<file path="src/shared/rcb_pkg.sv">
package rcb_pkg;

  // Core clock rate
  localparam int CLK_HZ        = 100_000_000;
  localparam int CLK_MHZ       = 100;

  // Long power-button press
  localparam int BTN_HOLD_MS   = 5000;
  localparam int BTN_HOLD_CYC  = BTN_HOLD_MS * (CLK_HZ / 1000);

  // Monitor UART
  localparam int UART_BPS      = 115200;
  localparam logic [15:0] UART_DIV = 16'(CLK_HZ / UART_BPS);
  localparam int MON_DELAY_US  = 10;
  localparam int MON_DELAY_CYC = MON_DELAY_US * CLK_MHZ;
  localparam int MON_CNT_W     = 10;

  // Register byte offsets
  localparam logic [7:0] OFF_CTRL  = 8'h00;
  localparam logic [7:0] OFF_PLL   = 8'h04;
  localparam logic [7:0] OFF_VREG  = 8'h08;
  localparam logic [7:0] OFF_BOOT  = 8'h0c;
  localparam logic [7:0] OFF_STAT  = 8'h10;
  localparam logic [7:0] OFF_CAUSE = 8'h14;

  localparam logic [1:0] RESP_OKAY   = 2'h0;
  localparam logic [1:0] RESP_SLVERR = 2'h2;

  // Control register fields
  localparam int CTRL_W         = 4;
  localparam int CTRL_BTN_EN    = 0;
  localparam int CTRL_CLK_RTC   = 1;
  localparam int CTRL_ETH       = 2;
  localparam int CTRL_SUSPEND   = 3;
  localparam logic [3:0] CTRL_RESET = 4'h1;

  // PLL factor = 1.0 + code * 0.5
  localparam int PLL_W = 4;
  localparam logic [3:0] PLL_RESET = 4'h0;
  localparam logic [3:0] PLL_MAX   = 4'he;
  localparam logic [3:0] PLL_USB   = 4'h8;

  // Regulator codes: core [3:0], io [7:4], analog [11:8]
  localparam int VREG_W = 12;
  localparam logic [11:0] VREG_RESET = 12'h888;

  localparam int BOOT_FOUND_BIT = 0;
  localparam int BOOT_DONE_BIT  = 1;

  // Cause bits: core supply, pin, watchdog, debugger, button
  localparam int CAUSE_W = 5;

  typedef enum logic [2:0] {
    STG_WAIT,
    STG_SPI,
    STG_NAND,
    STG_SD,
    STG_ROM,
    STG_USER
  } rcb_stage_e;

endpackage

</file>
<file path="src/shared/rcb_boot_if.sv">
interface rcb_boot_if;
  import rcb_pkg::*;

  logic       spiPin;
  logic       nandPin;
  logic       ioPin;
  logic       swDone;
  logic       swFound;
  rcb_stage_e stage;
  logic       uartMon;
  logic       io3v3;
  logic       spiSeen;
  logic       nandSeen;

  modport seq (
    input  spiPin, nandPin, ioPin, swDone, swFound,
    output stage, uartMon, io3v3, spiSeen, nandSeen
  );

  modport ctl (
    output spiPin, nandPin, ioPin, swDone, swFound,
    input  stage, uartMon, io3v3, spiSeen, nandSeen
  );

endinterface

</file>
<file path="src/hw/rcb_reset_merge.sv">
module rcb_reset_merge #(
  parameter int unsigned HOLD_CYCLES = rcb_pkg::BTN_HOLD_CYC
) (
  input  wire logic                       clk_sys,
  input  wire logic                       resetn,
  input  wire logic                       extResetN,
  input  wire logic                       powerButton,
  input  wire logic                       coreSupplyOk,
  input  wire logic                       wdogReset,
  input  wire logic                       dbgReset,
  input  wire logic                       btnEnable,
  output logic                            sysResetN,
  output logic                            extLow,
  output logic [rcb_pkg::CAUSE_W-1:0]     srcEvents
);
  import rcb_pkg::*;

  logic [2:0]  pinMeta;
  logic [2:0]  pinSync;
  logic [31:0] holdCnt;
  logic [31:0] next_holdCnt;
  logic        fired;
  logic        next_fired;
  logic        btnFire;
  logic        next_btnFire;
  logic        rawN;
  logic        rstMeta;

  always_ff @(posedge clk_sys or negedge resetn)
  begin
    if (!resetn)
    begin
      pinMeta <= 3'h5;
      pinSync <= 3'h5;
    end
    else
    begin
      pinMeta <= {coreSupplyOk, powerButton, extResetN};
      pinSync <= pinMeta;
    end
  end

  // One reset per press: the counter waits for release before re-arming
  always_comb
  begin
    next_holdCnt = holdCnt;
    next_fired   = fired;
    next_btnFire = 1'b0;
    if (!pinSync[1])
    begin
      next_holdCnt = 32'h0;
      next_fired   = 1'b0;
    end
    else if (!fired)
    begin
      next_holdCnt = holdCnt + 32'h1;
      if (holdCnt == 32'(HOLD_CYCLES - 1))
      begin
        next_fired   = 1'b1;
        next_btnFire = btnEnable;
      end
    end
  end

  always_ff @(posedge clk_sys or negedge resetn)
  begin
    if (!resetn)
    begin
      holdCnt <= 32'h0;
      fired   <= 1'b0;
      btnFire <= 1'b0;
    end
    else
    begin
      holdCnt <= next_holdCnt;
      fired   <= next_fired;
      btnFire <= next_btnFire;
    end
  end

  // Any source pulls the raw reset; the pin is active low
  assign rawN = resetn & extResetN & coreSupplyOk & ~wdogReset & ~dbgReset & ~btnFire;

  // Assert at once, release on a clock edge
  always_ff @(posedge clk_sys or negedge rawN)
  begin
    if (!rawN)
    begin
      rstMeta   <= 1'b0;
      sysResetN <= 1'b0;
    end
    else
    begin
      rstMeta   <= 1'b1;
      sysResetN <= rstMeta;
    end
  end

  assign extLow    = ~pinSync[0];
  assign srcEvents = {btnFire, dbgReset, wdogReset, ~pinSync[0], ~pinSync[2]};

endmodule

</file>
<file path="src/hw/rcb_boot_seq.sv">
module rcb_boot_seq (
  input  wire logic clk_sys,
  input  wire logic rstN,
  rcb_boot_if.seq   bif
);
  import rcb_pkg::*;

  rcb_stage_e           stage;
  rcb_stage_e           next_stage;
  logic [MON_CNT_W-1:0] dly;
  logic [MON_CNT_W-1:0] next_dly;
  logic                 uartMon;
  logic                 next_uartMon;
  logic                 io3v3;
  logic                 next_io3v3;
  logic                 spiSeen;
  logic                 next_spiSeen;
  logic                 nandSeen;
  logic                 next_nandSeen;

  always_comb
  begin
    next_stage    = stage;
    next_dly      = dly;
    next_uartMon  = uartMon;
    next_io3v3    = io3v3;
    next_spiSeen  = spiSeen;
    next_nandSeen = nandSeen;
    case (stage)
      STG_WAIT:
        if (dly == MON_CNT_W'(MON_DELAY_CYC - 1))
        begin
          next_uartMon = 1'b1;
          next_io3v3   = bif.ioPin;
          next_spiSeen = bif.spiPin;
          if (bif.spiPin)
            next_stage = STG_SPI;
          else
          begin
            next_nandSeen = bif.nandPin;
            next_stage    = bif.nandPin ? STG_NAND : STG_SD;
          end
        end
        else
          next_dly = dly + MON_CNT_W'(1);
      STG_SPI:
        if (bif.swDone)
        begin
          if (bif.swFound)
            next_stage = STG_USER;
          else
          begin
            next_nandSeen = bif.nandPin;
            next_stage    = bif.nandPin ? STG_NAND : STG_SD;
          end
        end
      STG_NAND:
        if (bif.swDone)
          next_stage = bif.swFound ? STG_USER : STG_SD;
      STG_SD:
        if (bif.swDone)
          next_stage = bif.swFound ? STG_USER : STG_ROM;
      default:
        next_stage = stage;
    endcase
  end

  // Any merged reset lands here, so the whole order starts over
  always_ff @(posedge clk_sys or negedge rstN)
  begin
    if (!rstN)
    begin
      stage    <= STG_WAIT;
      dly      <= '0;
      uartMon  <= 1'b0;
      io3v3    <= 1'b0;
      spiSeen  <= 1'b0;
      nandSeen <= 1'b0;
    end
    else
    begin
      stage    <= next_stage;
      dly      <= next_dly;
      uartMon  <= next_uartMon;
      io3v3    <= next_io3v3;
      spiSeen  <= next_spiSeen;
      nandSeen <= next_nandSeen;
    end
  end

  assign bif.stage    = stage;
  assign bif.uartMon  = uartMon;
  assign bif.io3v3    = io3v3;
  assign bif.spiSeen  = spiSeen;
  assign bif.nandSeen = nandSeen;

endmodule

</file>
<file path="src/hw/rcb_reset_clock_boot.sv">
// Local design decisions: the AXI4-Lite interface to the registers and the register offsets.
module rcb_reset_clock_boot #(
  parameter int unsigned BTN_HOLD_CYCLES = rcb_pkg::BTN_HOLD_CYC
) (
  input  wire logic                     clk_sys,
  input  wire logic                     resetn,
  input  wire logic [7:0]               awaddr,
  input  wire logic                     awvalid,
  output logic                          awready,
  input  wire logic [31:0]              wdata,
  input  wire logic [3:0]               wstrb,
  input  wire logic                     wvalid,
  output logic                          wready,
  output logic [1:0]                    bresp,
  output logic                          bvalid,
  input  wire logic                     bready,
  input  wire logic [7:0]               araddr,
  input  wire logic                     arvalid,
  output logic                          arready,
  output logic [31:0]                   rdata,
  output logic [1:0]                    rresp,
  output logic                          rvalid,
  input  wire logic                     rready,
  input  wire logic                     extResetN,
  input  wire logic                     powerButton,
  input  wire logic                     coreSupplyOk,
  input  wire logic                     wdogReset,
  input  wire logic                     dbgReset,
  input  wire logic                     usbVbusDetect,
  input  wire logic                     ioLevelStrap,
  input  wire logic                     usbClassStrap,
  input  wire logic                     serialBootCsStrap,
  input  wire logic                     nandChipEnable,
  output logic                          sysResetN,
  output logic                          clkBufEn,
  output logic                          digitalPowerdown,
  output logic                          clkSelRtc,
  output logic                          mainOscPowerdown,
  output logic [rcb_pkg::PLL_W-1:0]     pllMultCode,
  output logic [rcb_pkg::VREG_W-1:0]    vregCodes,
  output logic                          ioLevel3v3,
  output logic                          usbAudioClass,
  output logic                          uartMonitorEn,
  output logic [15:0]                   uartBaudDiv,
  output logic [2:0]                    bootStage
);
  import rcb_pkg::*;

  localparam int PIN_VBUS = 0;
  localparam int PIN_UCLS = 1;
  localparam int PIN_IO   = 2;
  localparam int PIN_SPI  = 3;
  localparam int PIN_NAND = 4;

  function automatic logic [31:0] strbMask(input logic [3:0] s);
    for (int i = 0; i < 4; i++)
      strbMask[i*8 +: 8] = {8{s[i]}};
  endfunction

  rcb_boot_if bif ();

  logic                extLow;
  logic [CAUSE_W-1:0]  srcEv;
  logic [4:0]          pinMeta;
  logic [4:0]          pinSync;
  logic                rstInt;

  logic                awHave, next_awHave;
  logic [7:0]          awAddrQ, next_awAddrQ;
  logic                wHave, next_wHave;
  logic [31:0]         wDataQ, next_wDataQ;
  logic [3:0]          wStrbQ, next_wStrbQ;
  logic                next_awready, next_wready, next_bvalid, next_arready, next_rvalid;
  logic [1:0]          next_bresp, next_rresp;
  logic [31:0]         next_rdata;
  logic [CAUSE_W-1:0]  cause, next_cause;
  logic                next_clkBufEn, next_digitalPowerdown;

  logic [CTRL_W-1:0]   ctrl, next_ctrl;
  logic [PLL_W-1:0]    pllReg, next_pllReg;
  logic [VREG_W-1:0]   next_vregCodes;
  logic                bootDone, next_bootDone;
  logic                bootFound, next_bootFound;
  logic                next_clkSelRtc, next_mainOscPowerdown;
  logic [PLL_W-1:0]    next_pllMultCode;
  logic                next_usbAudioClass;
  logic                usbConnD, next_usbConnD;

  logic                doWrite;
  logic [31:0]         wm;
  logic [31:0]         rdWord;
  logic                rdOk;
  logic [CAUSE_W-1:0]  causeClr;
  logic [PLL_W-1:0]    pllWr;
  logic                usbOn;

  rcb_reset_merge #(
    .HOLD_CYCLES (BTN_HOLD_CYCLES)
  ) uReset (
    .clk_sys      (clk_sys),
    .resetn       (resetn),
    .extResetN    (extResetN),
    .powerButton  (powerButton),
    .coreSupplyOk (coreSupplyOk),
    .wdogReset    (wdogReset),
    .dbgReset     (dbgReset),
    .btnEnable    (ctrl[CTRL_BTN_EN]),
    .sysResetN    (rstInt),
    .extLow       (extLow),
    .srcEvents    (srcEv)
  );

  rcb_boot_seq uBoot (
    .clk_sys (clk_sys),
    .rstN    (rstInt),
    .bif     (bif)
  );

  assign sysResetN     = rstInt;
  assign bif.spiPin    = pinSync[PIN_SPI];
  assign bif.nandPin   = pinSync[PIN_NAND];
  assign bif.ioPin     = pinSync[PIN_IO];
  assign bif.swDone    = bootDone;
  assign bif.swFound   = bootFound;
  assign ioLevel3v3    = bif.io3v3;
  assign uartMonitorEn = bif.uartMon;
  assign bootStage     = bif.stage;

  // Straps and detect lines are asynchronous to the core clock
  always_ff @(posedge clk_sys or negedge resetn)
  begin
    if (!resetn)
    begin
      pinMeta <= 5'h0;
      pinSync <= 5'h0;
    end
    else
    begin
      pinMeta <= {nandChipEnable, serialBootCsStrap, ioLevelStrap, usbClassStrap, usbVbusDetect};
      pinSync <= pinMeta;
    end
  end

  always_comb
  begin
    next_awHave  = awHave;
    next_awAddrQ = awAddrQ;
    next_wHave   = wHave;
    next_wDataQ  = wDataQ;
    next_wStrbQ  = wStrbQ;
    next_bvalid  = bvalid;
    next_bresp   = bresp;
    next_rvalid  = rvalid;
    next_rdata   = rdata;
    next_rresp   = rresp;
    next_ctrl    = ctrl;
    next_pllReg  = pllReg;
    next_vregCodes = vregCodes;
    next_bootDone  = 1'b0;
    next_bootFound = bootFound;
    causeClr     = '0;
    doWrite      = awHave && wHave && !bvalid;
    wm           = strbMask(wStrbQ);
    pllWr        = (pllReg & ~wm[PLL_W-1:0]) | (wDataQ[PLL_W-1:0] & wm[PLL_W-1:0]);

    if (awvalid && awready)
    begin
      next_awHave  = 1'b1;
      next_awAddrQ = {awaddr[7:2], 2'b00};
    end
    if (wvalid && wready)
    begin
      next_wHave  = 1'b1;
      next_wDataQ = wdata;
      next_wStrbQ = wstrb;
    end
    if (doWrite)
    begin
      next_awHave = 1'b0;
      next_wHave  = 1'b0;
      next_bvalid = 1'b1;
      next_bresp  = RESP_OKAY;
      if (awAddrQ == OFF_CTRL)
        next_ctrl = (ctrl & ~wm[CTRL_W-1:0]) | (wDataQ[CTRL_W-1:0] & wm[CTRL_W-1:0]);
      else if (awAddrQ == OFF_PLL)
        next_pllReg = (pllWr > PLL_MAX) ? PLL_MAX : pllWr;
      else if (awAddrQ == OFF_VREG)
        next_vregCodes = (vregCodes & ~wm[VREG_W-1:0]) | (wDataQ[VREG_W-1:0] & wm[VREG_W-1:0]);
      else if (awAddrQ == OFF_BOOT)
      begin
        next_bootDone  = wDataQ[BOOT_DONE_BIT] & wm[BOOT_DONE_BIT];
        if (wm[BOOT_FOUND_BIT])
          next_bootFound = wDataQ[BOOT_FOUND_BIT];
      end
      else if (awAddrQ == OFF_CAUSE)
        causeClr = wDataQ[CAUSE_W-1:0] & wm[CAUSE_W-1:0];
      else if (awAddrQ != OFF_STAT)
        next_bresp = RESP_SLVERR;
    end
    if (bvalid && bready)
      next_bvalid = 1'b0;
    next_awready = !next_awHave && !next_bvalid;
    next_wready  = !next_wHave && !next_bvalid;

    rdOk = 1'b1;
    if (araddr[7:2] == OFF_CTRL[7:2])
      rdWord = {{(32-CTRL_W){1'b0}}, ctrl};
    else if (araddr[7:2] == OFF_PLL[7:2])
      rdWord = {{(32-PLL_W){1'b0}}, pllMultCode};
    else if (araddr[7:2] == OFF_VREG[7:2])
      rdWord = {{(32-VREG_W){1'b0}}, vregCodes};
    else if (araddr[7:2] == OFF_BOOT[7:2])
      rdWord = {31'h0, bootFound};
    else if (araddr[7:2] == OFF_STAT[7:2])
      rdWord = {23'h0, pinSync[PIN_VBUS], bif.nandSeen, bif.spiSeen, usbAudioClass,
                bif.io3v3, bif.uartMon, bif.stage};
    else if (araddr[7:2] == OFF_CAUSE[7:2])
      rdWord = {{(32-CAUSE_W){1'b0}}, cause};
    else
    begin
      rdWord = 32'h0;
      rdOk   = 1'b0;
    end
    if (arvalid && arready)
    begin
      next_rvalid = 1'b1;
      next_rdata  = rdWord;
      next_rresp  = rdOk ? RESP_OKAY : RESP_SLVERR;
    end
    else if (rvalid && rready)
      next_rvalid = 1'b0;
    next_arready = !next_rvalid;

    // A source still active while its bit is cleared keeps the bit set
    next_cause = (cause & ~causeClr) | srcEv;

    next_clkBufEn         = !extLow;
    next_digitalPowerdown = extLow;

    // Ethernet and USB both need 60 MHz from a 12 MHz input
    usbOn                 = pinSync[PIN_VBUS];
    next_mainOscPowerdown = ctrl[CTRL_SUSPEND];
    next_clkSelRtc        = ctrl[CTRL_SUSPEND] ||
                            (ctrl[CTRL_CLK_RTC] && !usbOn && !ctrl[CTRL_ETH]);
    next_pllMultCode      = (usbOn || ctrl[CTRL_ETH]) ? PLL_USB : pllReg;

    next_usbConnD      = usbOn;
    next_usbAudioClass = (usbOn && !usbConnD) ? pinSync[PIN_UCLS] : usbAudioClass;
  end

  // Bus and cause flags survive internal resets so software can read why
  always_ff @(posedge clk_sys or negedge resetn)
  begin
    if (!resetn)
    begin
      awHave  <= 1'b0;
      awAddrQ <= 8'h0;
      wHave   <= 1'b0;
      wDataQ  <= 32'h0;
      wStrbQ  <= 4'h0;
      awready <= 1'b0;
      wready  <= 1'b0;
      bvalid  <= 1'b0;
      bresp   <= RESP_OKAY;
      arready <= 1'b0;
      rvalid  <= 1'b0;
      rdata   <= 32'h0;
      rresp   <= RESP_OKAY;
      cause   <= '0;
      clkBufEn         <= 1'b0;
      digitalPowerdown <= 1'b1;
    end
    else
    begin
      awHave  <= next_awHave;
      awAddrQ <= next_awAddrQ;
      wHave   <= next_wHave;
      wDataQ  <= next_wDataQ;
      wStrbQ  <= next_wStrbQ;
      awready <= next_awready;
      wready  <= next_wready;
      bvalid  <= next_bvalid;
      bresp   <= next_bresp;
      arready <= next_arready;
      rvalid  <= next_rvalid;
      rdata   <= next_rdata;
      rresp   <= next_rresp;
      cause   <= next_cause;
      clkBufEn         <= next_clkBufEn;
      digitalPowerdown <= next_digitalPowerdown;
    end
  end

  // Every merged reset returns control, clocks and regulator codes to defaults
  always_ff @(posedge clk_sys or negedge rstInt)
  begin
    if (!rstInt)
    begin
      ctrl             <= CTRL_RESET;
      pllReg           <= PLL_RESET;
      vregCodes        <= VREG_RESET;
      bootDone         <= 1'b0;
      bootFound        <= 1'b0;
      clkSelRtc        <= 1'b0;
      mainOscPowerdown <= 1'b0;
      pllMultCode      <= PLL_RESET;
      usbAudioClass    <= 1'b0;
      usbConnD         <= 1'b0;
      uartBaudDiv      <= UART_DIV;
    end
    else
    begin
      ctrl             <= next_ctrl;
      pllReg           <= next_pllReg;
      vregCodes        <= next_vregCodes;
      bootDone         <= next_bootDone;
      bootFound        <= next_bootFound;
      clkSelRtc        <= next_clkSelRtc;
      mainOscPowerdown <= next_mainOscPowerdown;
      pllMultCode      <= next_pllMultCode;
      usbAudioClass    <= next_usbAudioClass;
      usbConnD         <= next_usbConnD;
      uartBaudDiv      <= UART_DIV;
    end
  end

endmodule

</file>
<file path="config.mk">
export PLATFORM = sky130hd
export DESIGN_NAME = rcb_reset_clock_boot
export DESIGN_NICKNAME = d
export VERILOG_FILES = /design/src/shared/rcb_pkg.sv /design/src/shared/rcb_boot_if.sv /design/src/hw/rcb_reset_merge.sv /design/src/hw/rcb_boot_seq.sv /design/src/hw/rcb_reset_clock_boot.sv
export SDC_FILE = /design/constraint.sdc
export NUM_CORES = 1
export LEC_CHECK = 0
export CAP_MARGIN = 25
export CORE_MARGIN = 8
export CORE_UTILIZATION = 30
export CTS_CLUSTER_DIAMETER = 200
export DETAILED_ROUTE_END_ITERATION = 16
export DONT_BUFFER_PORTS = 1
export SYNTH_ARGS = -nofsm -noshare
export SYNTH_HDL_FRONTEND = slang
export SYNTH_SLANG_ARGS = --single-unit
</file>
<file path="constraint.sdc">
create_clock -name clk_sys -period 3.2 [get_ports clk_sys]
set_clock_uncertainty 0.05 [all_clocks]
set_input_delay 0.64 -clock clk_sys [delete_from_list [all_inputs] [get_ports clk_sys]]
set_output_delay 0.64 -clock clk_sys [all_outputs]
set_load 0.02 [all_outputs]
</file>
==> run_results.csv, run 1 <==
group,metric,value,unit
outcome,status,"finished clean",
route,drt_wl_total,15400,µm
sta,hold_viol_final,0,
yosys,synth_seq_cells,147,
clock_tree,cts_buffers,17,
yosys,syn_area,6680,µm²
route,dr_wl_met2,7350,µm
route,vias,4268,
yosys,synthTopCellsByArea,"dfrtp_1 (52%), mux2_2 (7.6%), buf_4 (4.3%)",
die,coreArea,21800,µm²
die,die_w,165,µm
die,die_h,165,µm
placement,io_buffers,0,
job,drv_cap,0,
clock_tree,ctsHoldBuffers,2,
route,m1WireLength,6480,µm
sta,fin_crit,2490,ps
sta,relSlewSlack,48.4,%
sta,tightest_slew,767,ps
grt,grt-ovfl-total,0,
sta,finalSetupTns,0,ps
route,ant_nets,0,
yosys,synth_ff_type,"dfrtp_1",
pwr,leakage,3.15,nW
sta,grt_setup_unrepaired,"no",
yosys,avgSynthCellArea,11.2,µm²
route,drc,0,
sta,max_freq,0.402,GHz
route,vias_per_cell,4.82,
die,start_util,30.6,%
route,drt_iter0_markers,293,
hold_path,min_path_type,"in -> async",
route,wl_met3,1420,µm
route,drtPass1Iterations,7,
yosys,synth_cell_types,57,
grt,grt_pass1_vias,4214,
clock_tree,h-tree-depth,4,
yosys,syn_inst,594,
pwr,ir_drop,287,µV
pwr,power,5.34,mW
grt,grt_max_degree,94,
route,routed.top_layer,"met5",
worst_setup_path,cp_max_fo,16,
placement,hpwl,10600,µm
yosys,yosysTopAreaCellShare,51.7,%
sta,final_max_slew_viol_count,0,
clock_tree,clockRootBuffer,"clkbuf_16",
sta,setup_violations,0,
worst_setup_path,crit_path_end_kind,"flop",
die,boundaryPins,153,
placement,place_congestion,0.784,
clock_tree,clkSlewWorstSetupHoldPaths,60,ps
worst_setup_path,arrival,2780,ps
grt,antenna_found_initial,3,
grt,gr-usage-all-layers,11.4,%
yosys,seq_area_frac_synth,55.2,%
placement,dpl_cell_area,6790,µm²
clock_tree,post_cts_resized,0,
worst_setup_path,required,3490,ps
worst_setup_path,critPathKind,"reg -> reg",
cells_and_area,layout-drive-gt1-share,16.9,%
yosys,synth_edf_count,0,
yosys,yosys.area.top_type,"dfrtp_1",
die,row_count,54,
cells_and_area,final_area,7440,µm²
clock_tree,cts_setup_buffers,0,
yosys,ys_warn_count,0,
clock_tree,clock_path_buffers,2,
pwr,p_per_area,717,nW/µm²
cells_and_area,fin_nets,662,
worst_setup_path,start_kind,"flop",
clock_tree,tritoncts,"yes",
clock_tree,worstSkewPairLatency,430,ps
sta,finalCritPeriodShare,77.7,%
cells_and_area,area_delta_synth_final,11.4,%
route,wl_per_cell,17.4,µm
clock_tree,cts.sinks,147,
yosys,async_flop_share,100,%
die,fp.dieArea,27300,µm²
yosys,synthTopCellsByCount,"dfrtp_1 (138), nand2_1 (51), mux2_2 (45), buf_4 (38), a21oi_1 (25)",
yosys,yosysMostFrequentCell,"dfrtp_1",
grt,grt_pass1_wl,23800,µm
[per-layer routing]
| layer | track usage, % | up-vias |
|---|---|---|
| met3 | 4.83 | 12 |
| met4 | 3.73 | 4 |
| met2 | 17.5 | 107 |
| met1 | 14.2 | 2112 |
| li1 | - | 2033 |
| met5 | 0 | - |
[worst max-delay path: stages (launching register included)]
cell and delay [ps]:
dfrtp_1 420, nand3_1 330, or4_1 880, or4_1 560
a21oi_1 150
[cell families (layout without fill, tap and decap cells)]
family	after synthesis	in the layout	synth area share, %
adder cells (fa/ha/maj)	3	3	0.524
flip-flops	147	147	55.2
buffers and inverters	81	54	6.86
AND/OR/NAND/NOR	197	197	17.1
multiplexers	61	61	10.0
other	2	41	0.112
XOR/XNOR	18	18	2.36
AO/OA/AOI/OAI	85	85	7.83
[power by group]
| part | switching [mW] | internal (mW) |
|---|---|---|
| sequential | 0.487 | 2.19 |
| combinational | 0.312 | 0.317 |
| clock | 0.840 | 1.19 |
| total | 1.64 | 3.70 |
[final timing paths]
| check | startpoint | to | slack, ps | cells after the start |
|---|---|---|---|---|
| max reg2reg | uReset.holdCnt[11] | uReset.holdCnt[26] | 710 | 4 |
| min | wdogReset | uReset.sysResetN | 50 | 1 |
| min reg2reg | pinMeta[2] | pinSync[2] | 300 | 0 |
| max in group asynchronous | resetn | uReset.pinSync[0] | 2210 | 1 |
| max | uReset.holdCnt[11] | uReset.holdCnt[26] | 710 | 4 |
| min in group clk_sys | extResetN | uReset.pinMeta[0] | 160 | 0 |
[stage by stage]
stage / instances / util (%) / setup slack (ps) / hold slack, ps
6_report: 886 / 34.1 / 715 / 55.0
5_1_grt: 885 / 34.1 / 549 / 71.9
4_1_cts: 884 / 34.1 / 721 / 42.9
3_5_place_dp: 850 / 31.1 / 735 / 286
3_3_place_gp: 850 / 31.1 / 780 / 282
2_1_floorplan: 631 / - / 1090 / 281
[placed cells by master (no fill, tap or decap), drive strengths merged, types with 5 or more instances in the layout]
master  netlist  routed
xor2          7       7
xnor2        11      11
inv          18      26
nand2        51      51
a22oi         5       5
dfrtp       138     138
o31ai        12      12
nand3        14      14
or4          11      11
mux2i        15      15
and4          5       5
o21ai        22      22
clkbuf       20      18
dfstp         9       9
a21oi        25      25
nor3         11      11
nand4        13      13
nand2b       12      12
conb          2      39
mux2         46      46
nor4         15      15
and3          7       7
nor2         19      19
or3          10      10
nor2b         8       8
a21o          6       6
[final cells by class]
class | instances | area, µm²
antenna | 2 | 5.00
clock buffer | 18 | 439
clock inverter | 14 | 161
fill | 2192 | 14400
inverter | 18 | 67.6
multi-input combinational | 403 | 2670
sequential | 147 | 3690
tap | 280 | 350
timing repair buffer | 4 | 52.6
Note: power is estimated with default switching activity, not from simulation.
==> run 2, diff against run 1 <==
==> constraint.sdc (replaced) <==
create_clock -name clk_sys -period 2.1 [get_ports clk_sys]
set_clock_uncertainty 0.05 [all_clocks]
set_input_delay 0.42 -clock clk_sys [delete_from_list [all_inputs] [get_ports clk_sys]]
set_output_delay 0.42 -clock clk_sys [all_outputs]
set_load 0.02 [all_outputs]
==> run_results.csv, run 2 (synthesized netlist as in run 1, its figures left out) <==
group,metric,value,unit
pwr,leakage,3.42,nW
route,wl_met3,1460,µm
placement,pre_cts_slack,14.2,ps
route,drtPass1Iterations,4,
pwr,ir_drop,402,µV
sta,finalCritPeriodShare,98.0,%
die,die_w,165,µm
outcome,status,"finished, violations left",
die,die_h,165,µm
sta,fin_ws,42.3,ps
grt,grt_max_degree,100,
route,drc,0,
job,drv_cap,0,
route,m1WireLength,6380,µm
outcome,violations,"negative hold slack",
clock_tree,h-tree-depth,4,
clock_tree,clkSlewWorstSetupHoldPaths,70,ps
sta,fin_crit,2060,ps
cells_and_area,area_delta_synth_final,17.9,%
die,coreArea,21800,µm²
sta,final_max_slew_viol_count,0,
grt,antenna_found_initial,4,
worst_setup_path,critPathKind,"reg -> reg",
die,row_count,54,
clock_tree,clock_path_buffers,2,
die,boundaryPins,153,
worst_setup_path,slowest_stage,"or4_1",
worst_setup_path,cp_num_buf_inv,1,
sta,grt_setup_unrepaired,"yes",
worst_setup_path,arrival,2350,ps
clock_tree,ctsHoldBuffers,10,
route,dr_wl_met2,7360,µm
route,drt_wl_total,15300,µm
cells_and_area,layout_commonest_cell,"dfrtp_1",
route,vias_per_cell,4.74,
grt,grt_pass1_wl,24300,µm
clock_tree,cts.sinks,147,
route,drt_iter0_markers,380,
route,ant_nets,0,
sta,hold_viol_final,98,
clock_tree,cts_buffers,17,
worst_setup_path,required,2400,ps
sta,setup_violations,0,
worst_setup_path,start_kind,"flop",
clock_tree,clockRootBuffer,"clkbuf_16",
worst_setup_path,cp_max_fo,12,
clock_tree,worstSkewPairLatency,420,ps
die,start_util,30.6,%
grt,grt-ovfl-total,0,
worst_setup_path,cp_slowest_stage_delay,500,ps
die,fp.dieArea,27300,µm²
worst_setup_path,critPathTopFamily,"simple AND/OR/NAND/NOR gates",
worst_setup_path,cp_cell_sequence,"ha_2 > nand2_1 > or4_4 > buf_6 > or4_1 > a21oi_1",
worst_setup_path,crit_path_end_kind,"flop",
cells_and_area,layout_common_cells,"dfrtp_1 (137), nand2_1 (51), buf_4 (48)",
placement,io_buffers,0,
grt,gr-usage-all-layers,11.4,%
pwr,p_per_area,1020,nW/µm²
hold_path,min_path_type,"in -> async",
cells_and_area,fin_nets,717,
route,wl_per_cell,16.3,µm
placement,place_congestion,0.766,
sta,max_freq,0.486,GHz
placement,hpwl,11000,µm
sta,timing.hold.ws,-357,ps
clock_tree,tritoncts,"yes",
cells_and_area,layout-drive-gt1-share,24.0,%
grt,grt_pass1_vias,4461,
pwr,power,8.01,mW
route,routed.top_layer,"met5",
route,vias,4457,
## run 2: final timing paths
kind / to / slack, ps / start / depth (start not counted)
max: uReset.holdCnt[26] / 40 / uReset.holdCnt[0] / 6
min: uReset.holdCnt[23] / -360 / resetn / 0
max reg2reg: uReset.holdCnt[26] / 40 / uReset.holdCnt[0] / 6
min reg2reg: uBoot.dly[7] / 150 / uReset.sysResetN / 0
max in group asynchronous: uReset.sysResetN / 900 / wdogReset / 3
min in group clk_sys: cause[3] / 40 / dbgReset / 1
## run 2: repair_timing
| action | 4_1_cts | 5_1_grt |
|---|---|---|
| pin swaps | 1 | 3 |
| gates resized for setup | 2 | 11 |
| hold endpoints to repair | 108 | 98 |
| endpoints found under the setup margin | 3 | 14 |
| buffers inserted | 1 | 3 |
## run 2: layout make-up
type,instances,area [µm²]
clock buffers,18,429
multi-input cells,403,2730
fillers,2161,13900
repair buffers,59,472
inverters,18,67.6
well taps,280,350
flip-flops and latches,147,3690
diodes,1,2.50
clock inverters,14,135
## run 2: routing by layer
metal | vias up | global-route usage (%)
li1 | 2158 | -
met1 | 2175 | 13.5
met2 | 102 | 18.4
met3 | 16 | 5.38
met4 | 6 | 3.03
met5 | - | 0
## run 2: per-stage QoR
step / cell area [µm²] / setup TNS [ps] / hold slack (ps) / utilization [%] / std cells
global placement: 7120 / 0 / 83.8 / 32.6 / 893
global route: 7880 / -63.3 / -388 / 36.1 / 940
floorplan: 6820 / 0 / 74.4 / - / 631
finish: 7880 / 0 / -357 / 36.1 / 940
detailed placement: 7120 / 0 / 82.9 / 32.6 / 893
CTS: 7800 / 0 / -374 / 35.7 / 936
## run 2: report_power, final
group	switching, mW	total (mW)	internal (mW)
Sequential	0.708	4.04	3.34
Combinational	0.503	1.07	0.564
Clock	1.32	2.90	1.58
==> run 3, diff against run 2 <==
--- a/config.mk
+++ b/config.mk
@@ -11,6 +11,8 @@
 export CTS_CLUSTER_DIAMETER = 200
 export DETAILED_ROUTE_END_ITERATION = 16
 export DONT_BUFFER_PORTS = 1
+export PLACE_DENSITY = 0.42
+export RECOVER_POWER = 100
 export SYNTH_ARGS = -nofsm -noshare
 export SYNTH_HDL_FRONTEND = slang
 export SYNTH_SLANG_ARGS = --single-unit
==> constraint.sdc (replaced) <==
create_clock -name clk_sys -period 2.7 [get_ports clk_sys]
set_clock_uncertainty 0.05 [all_clocks]
set_input_delay 0.54 -clock clk_sys [delete_from_list [all_inputs] [get_ports clk_sys]]
set_output_delay 0.54 -clock clk_sys [all_outputs]
set_load 0.02 [all_outputs]
==> run_results.csv, run 3 (synthesized netlist as in run 1, its figures left out) <==
group,metric,value,unit
clock_tree,post_cts_resized,0,
route,ant_nets,0,
sta,finalCritPeriodShare,87.8,%
job,drv_cap,0,
route,drtPass1Iterations,4,
outcome,status,"finished, violations left",
clock_tree,tritoncts,"yes",
pwr,ir_drop,295,µV
grt,grt_pass1_wl,24700,µm
route,drt_wl_total,15800,µm
worst_setup_path,crit_top_cell,"or4_1",
clock_tree,clockRootBuffer,"clkbuf_16",
die,fp.dieArea,27300,µm²
worst_setup_path,slowest_stage,"or4_1",
clock_tree,h-tree-depth,4,
clock_tree,cts_buffers,17,
clock_tree,cts.sinks,147,
placement,hpwl,11200,µm
cells_and_area,multi_input_area,2640,µm²
route,vias,4354,
route,drt_iter0_markers,246,
die,die_h,165,µm
sta,max_freq,0.422,GHz
worst_setup_path,cp_max_fo,18,
route,wl_per_cell,17.7,µm
worst_setup_path,crit_path_end_kind,"flop",
sta,final_max_slew_viol_count,0,
die,coreArea,21800,µm²
die,boundaryPins,153,
die,start_util,30.6,%
cells_and_area,layout_common_cells,"dfrtp_1 (138), nand2_1 (51), mux2_2 (45)",
route,vias_per_cell,4.88,
worst_setup_path,required,2980,ps
grt,grt-ovfl-total,0,
route,drc,0,
clock_tree,cts_setup_buffers,0,
grt,grt_pass1_vias,4489,
grt,antenna_found_initial,1,
hold_path,min_path_type,"in -> async",
clock_tree,clock_path_buffers,2,
cells_and_area,fin_nets,670,
worst_setup_path,critPathTopFamily,"simple AND/OR/NAND/NOR gates",
cells_and_area,regArea,3690,µm²
placement,placedCellCount,858,
sta,timing.hold.ws,-228,ps
cells_and_area,fill_cells,2168,
sta,tightest_slew,1260,ps
sta,finalSetupTns,0,ps
cells_and_area,area_delta_synth_final,10.8,%
grt,gr-usage-all-layers,11.6,%
placement,place_congestion,0.750,
clock_tree,clkSlewWorstSetupHoldPaths,70,ps
sta,fin_crit,2370,ps
sta,hold_viol_final,98,
cells_and_area,antenna_cells,0,
die,row_count,54,
worst_setup_path,arrival,2650,ps
cells_and_area,layout_commonest_cell,"dfrtp_1",
cells_and_area,layout-drive-gt1-share,15.8,%
worst_setup_path,start_kind,"flop",
die,die_w,165,µm
grt,grt_max_degree,100,
worst_setup_path,critPathKind,"reg -> reg",
pwr,leakage,3.15,nW
sta,relSlewSlack,16.0,%
cells_and_area,fin_cells,892,
worst_setup_path,cp_cell_sequence,"ha_1 > nand2_1 > or4_1 > clkbuf_2 > or4_1 > a21oi_1",
worst_setup_path,cp_slowest_stage_delay,570,ps
clock_tree,ctsHoldBuffers,2,
sta,grt_setup_unrepaired,"no",
clock_tree,worstSkewPairLatency,410,ps
pwr,p_per_area,833,nW/µm²
worst_setup_path,cp_num_buf_inv,1,
sta,setup_violations,0,
outcome,violations,"negative hold slack",
placement,io_buffers,0,
-- run 3: cell count changes in the layout (fill, tap and decap cells not counted), sizes merged --
cell | previous run | this run
clkbuf | 18 | 23
clkinvlp | 0 | 3
diode | 1 | 0
bufinv | 0 | 1
buf | 49 | 5
inv | 28 | 25
dlygate4sd3 | 10 | 2
clkinv | 4 | 3
-- run 3: final timing paths --
kind | from | end | slack (ps) | depth (start not counted)
min | resetn | rdata[6] | -230 | 0
max reg2reg | uReset.holdCnt[0] | uReset.holdCnt[24] | 330 | 6
max in group asynchronous | uReset.sysResetN | pllReg[0] | 1080 | 1
max | uReset.holdCnt[0] | uReset.holdCnt[24] | 330 | 6
min reg2reg | pinMeta[0] | pinSync[0] | 300 | 0
min in group clk_sys | coreSupplyOk | uReset.pinMeta[2] | 70 | 0
-- run 3: power by group --
group	internal, mW	switching, mW
clock network	1.30	0.997
logic	0.368	0.342
registers	2.59	0.572
-- run 3: area by class of cell --
class	count	share of cell area [%]
flip-flops and latches	147	49.8
multi-input cells	403	35.7
inverters	18	0.913
repair buffers	12	1.06
well taps	280	4.73
clock inverters	14	1.94
clock buffers	18	5.80
-- run 3: metal layers --
| layer | GRT usage, % | share of wire (%) |
|---|---|---|
| met1 | 13.9 | 42 |
| met3 | 4.02 | 8.3 |
| met5 | 0 | 0.063 |
| met4 | 4.10 | 1.2 |
| met2 | 19.0 | 48 |
-- run 3: metrics by stage --
stage | instance area, µm² | setup WS, ps | power, mW | utilization [%]
6_report | 7400 | 330 | 6.17 | 33.9
2_1_floorplan | 6820 | 605 | 3.72 | -
3_3_place_gp | 6850 | 470 | 3.92 | 31.4
3_5_place_dp | 6850 | 431 | 3.95 | 31.4
5_1_grt | 7400 | 166 | 6.50 | 33.9
4_1_cts | 7450 | 406 | 6.29 | 34.1
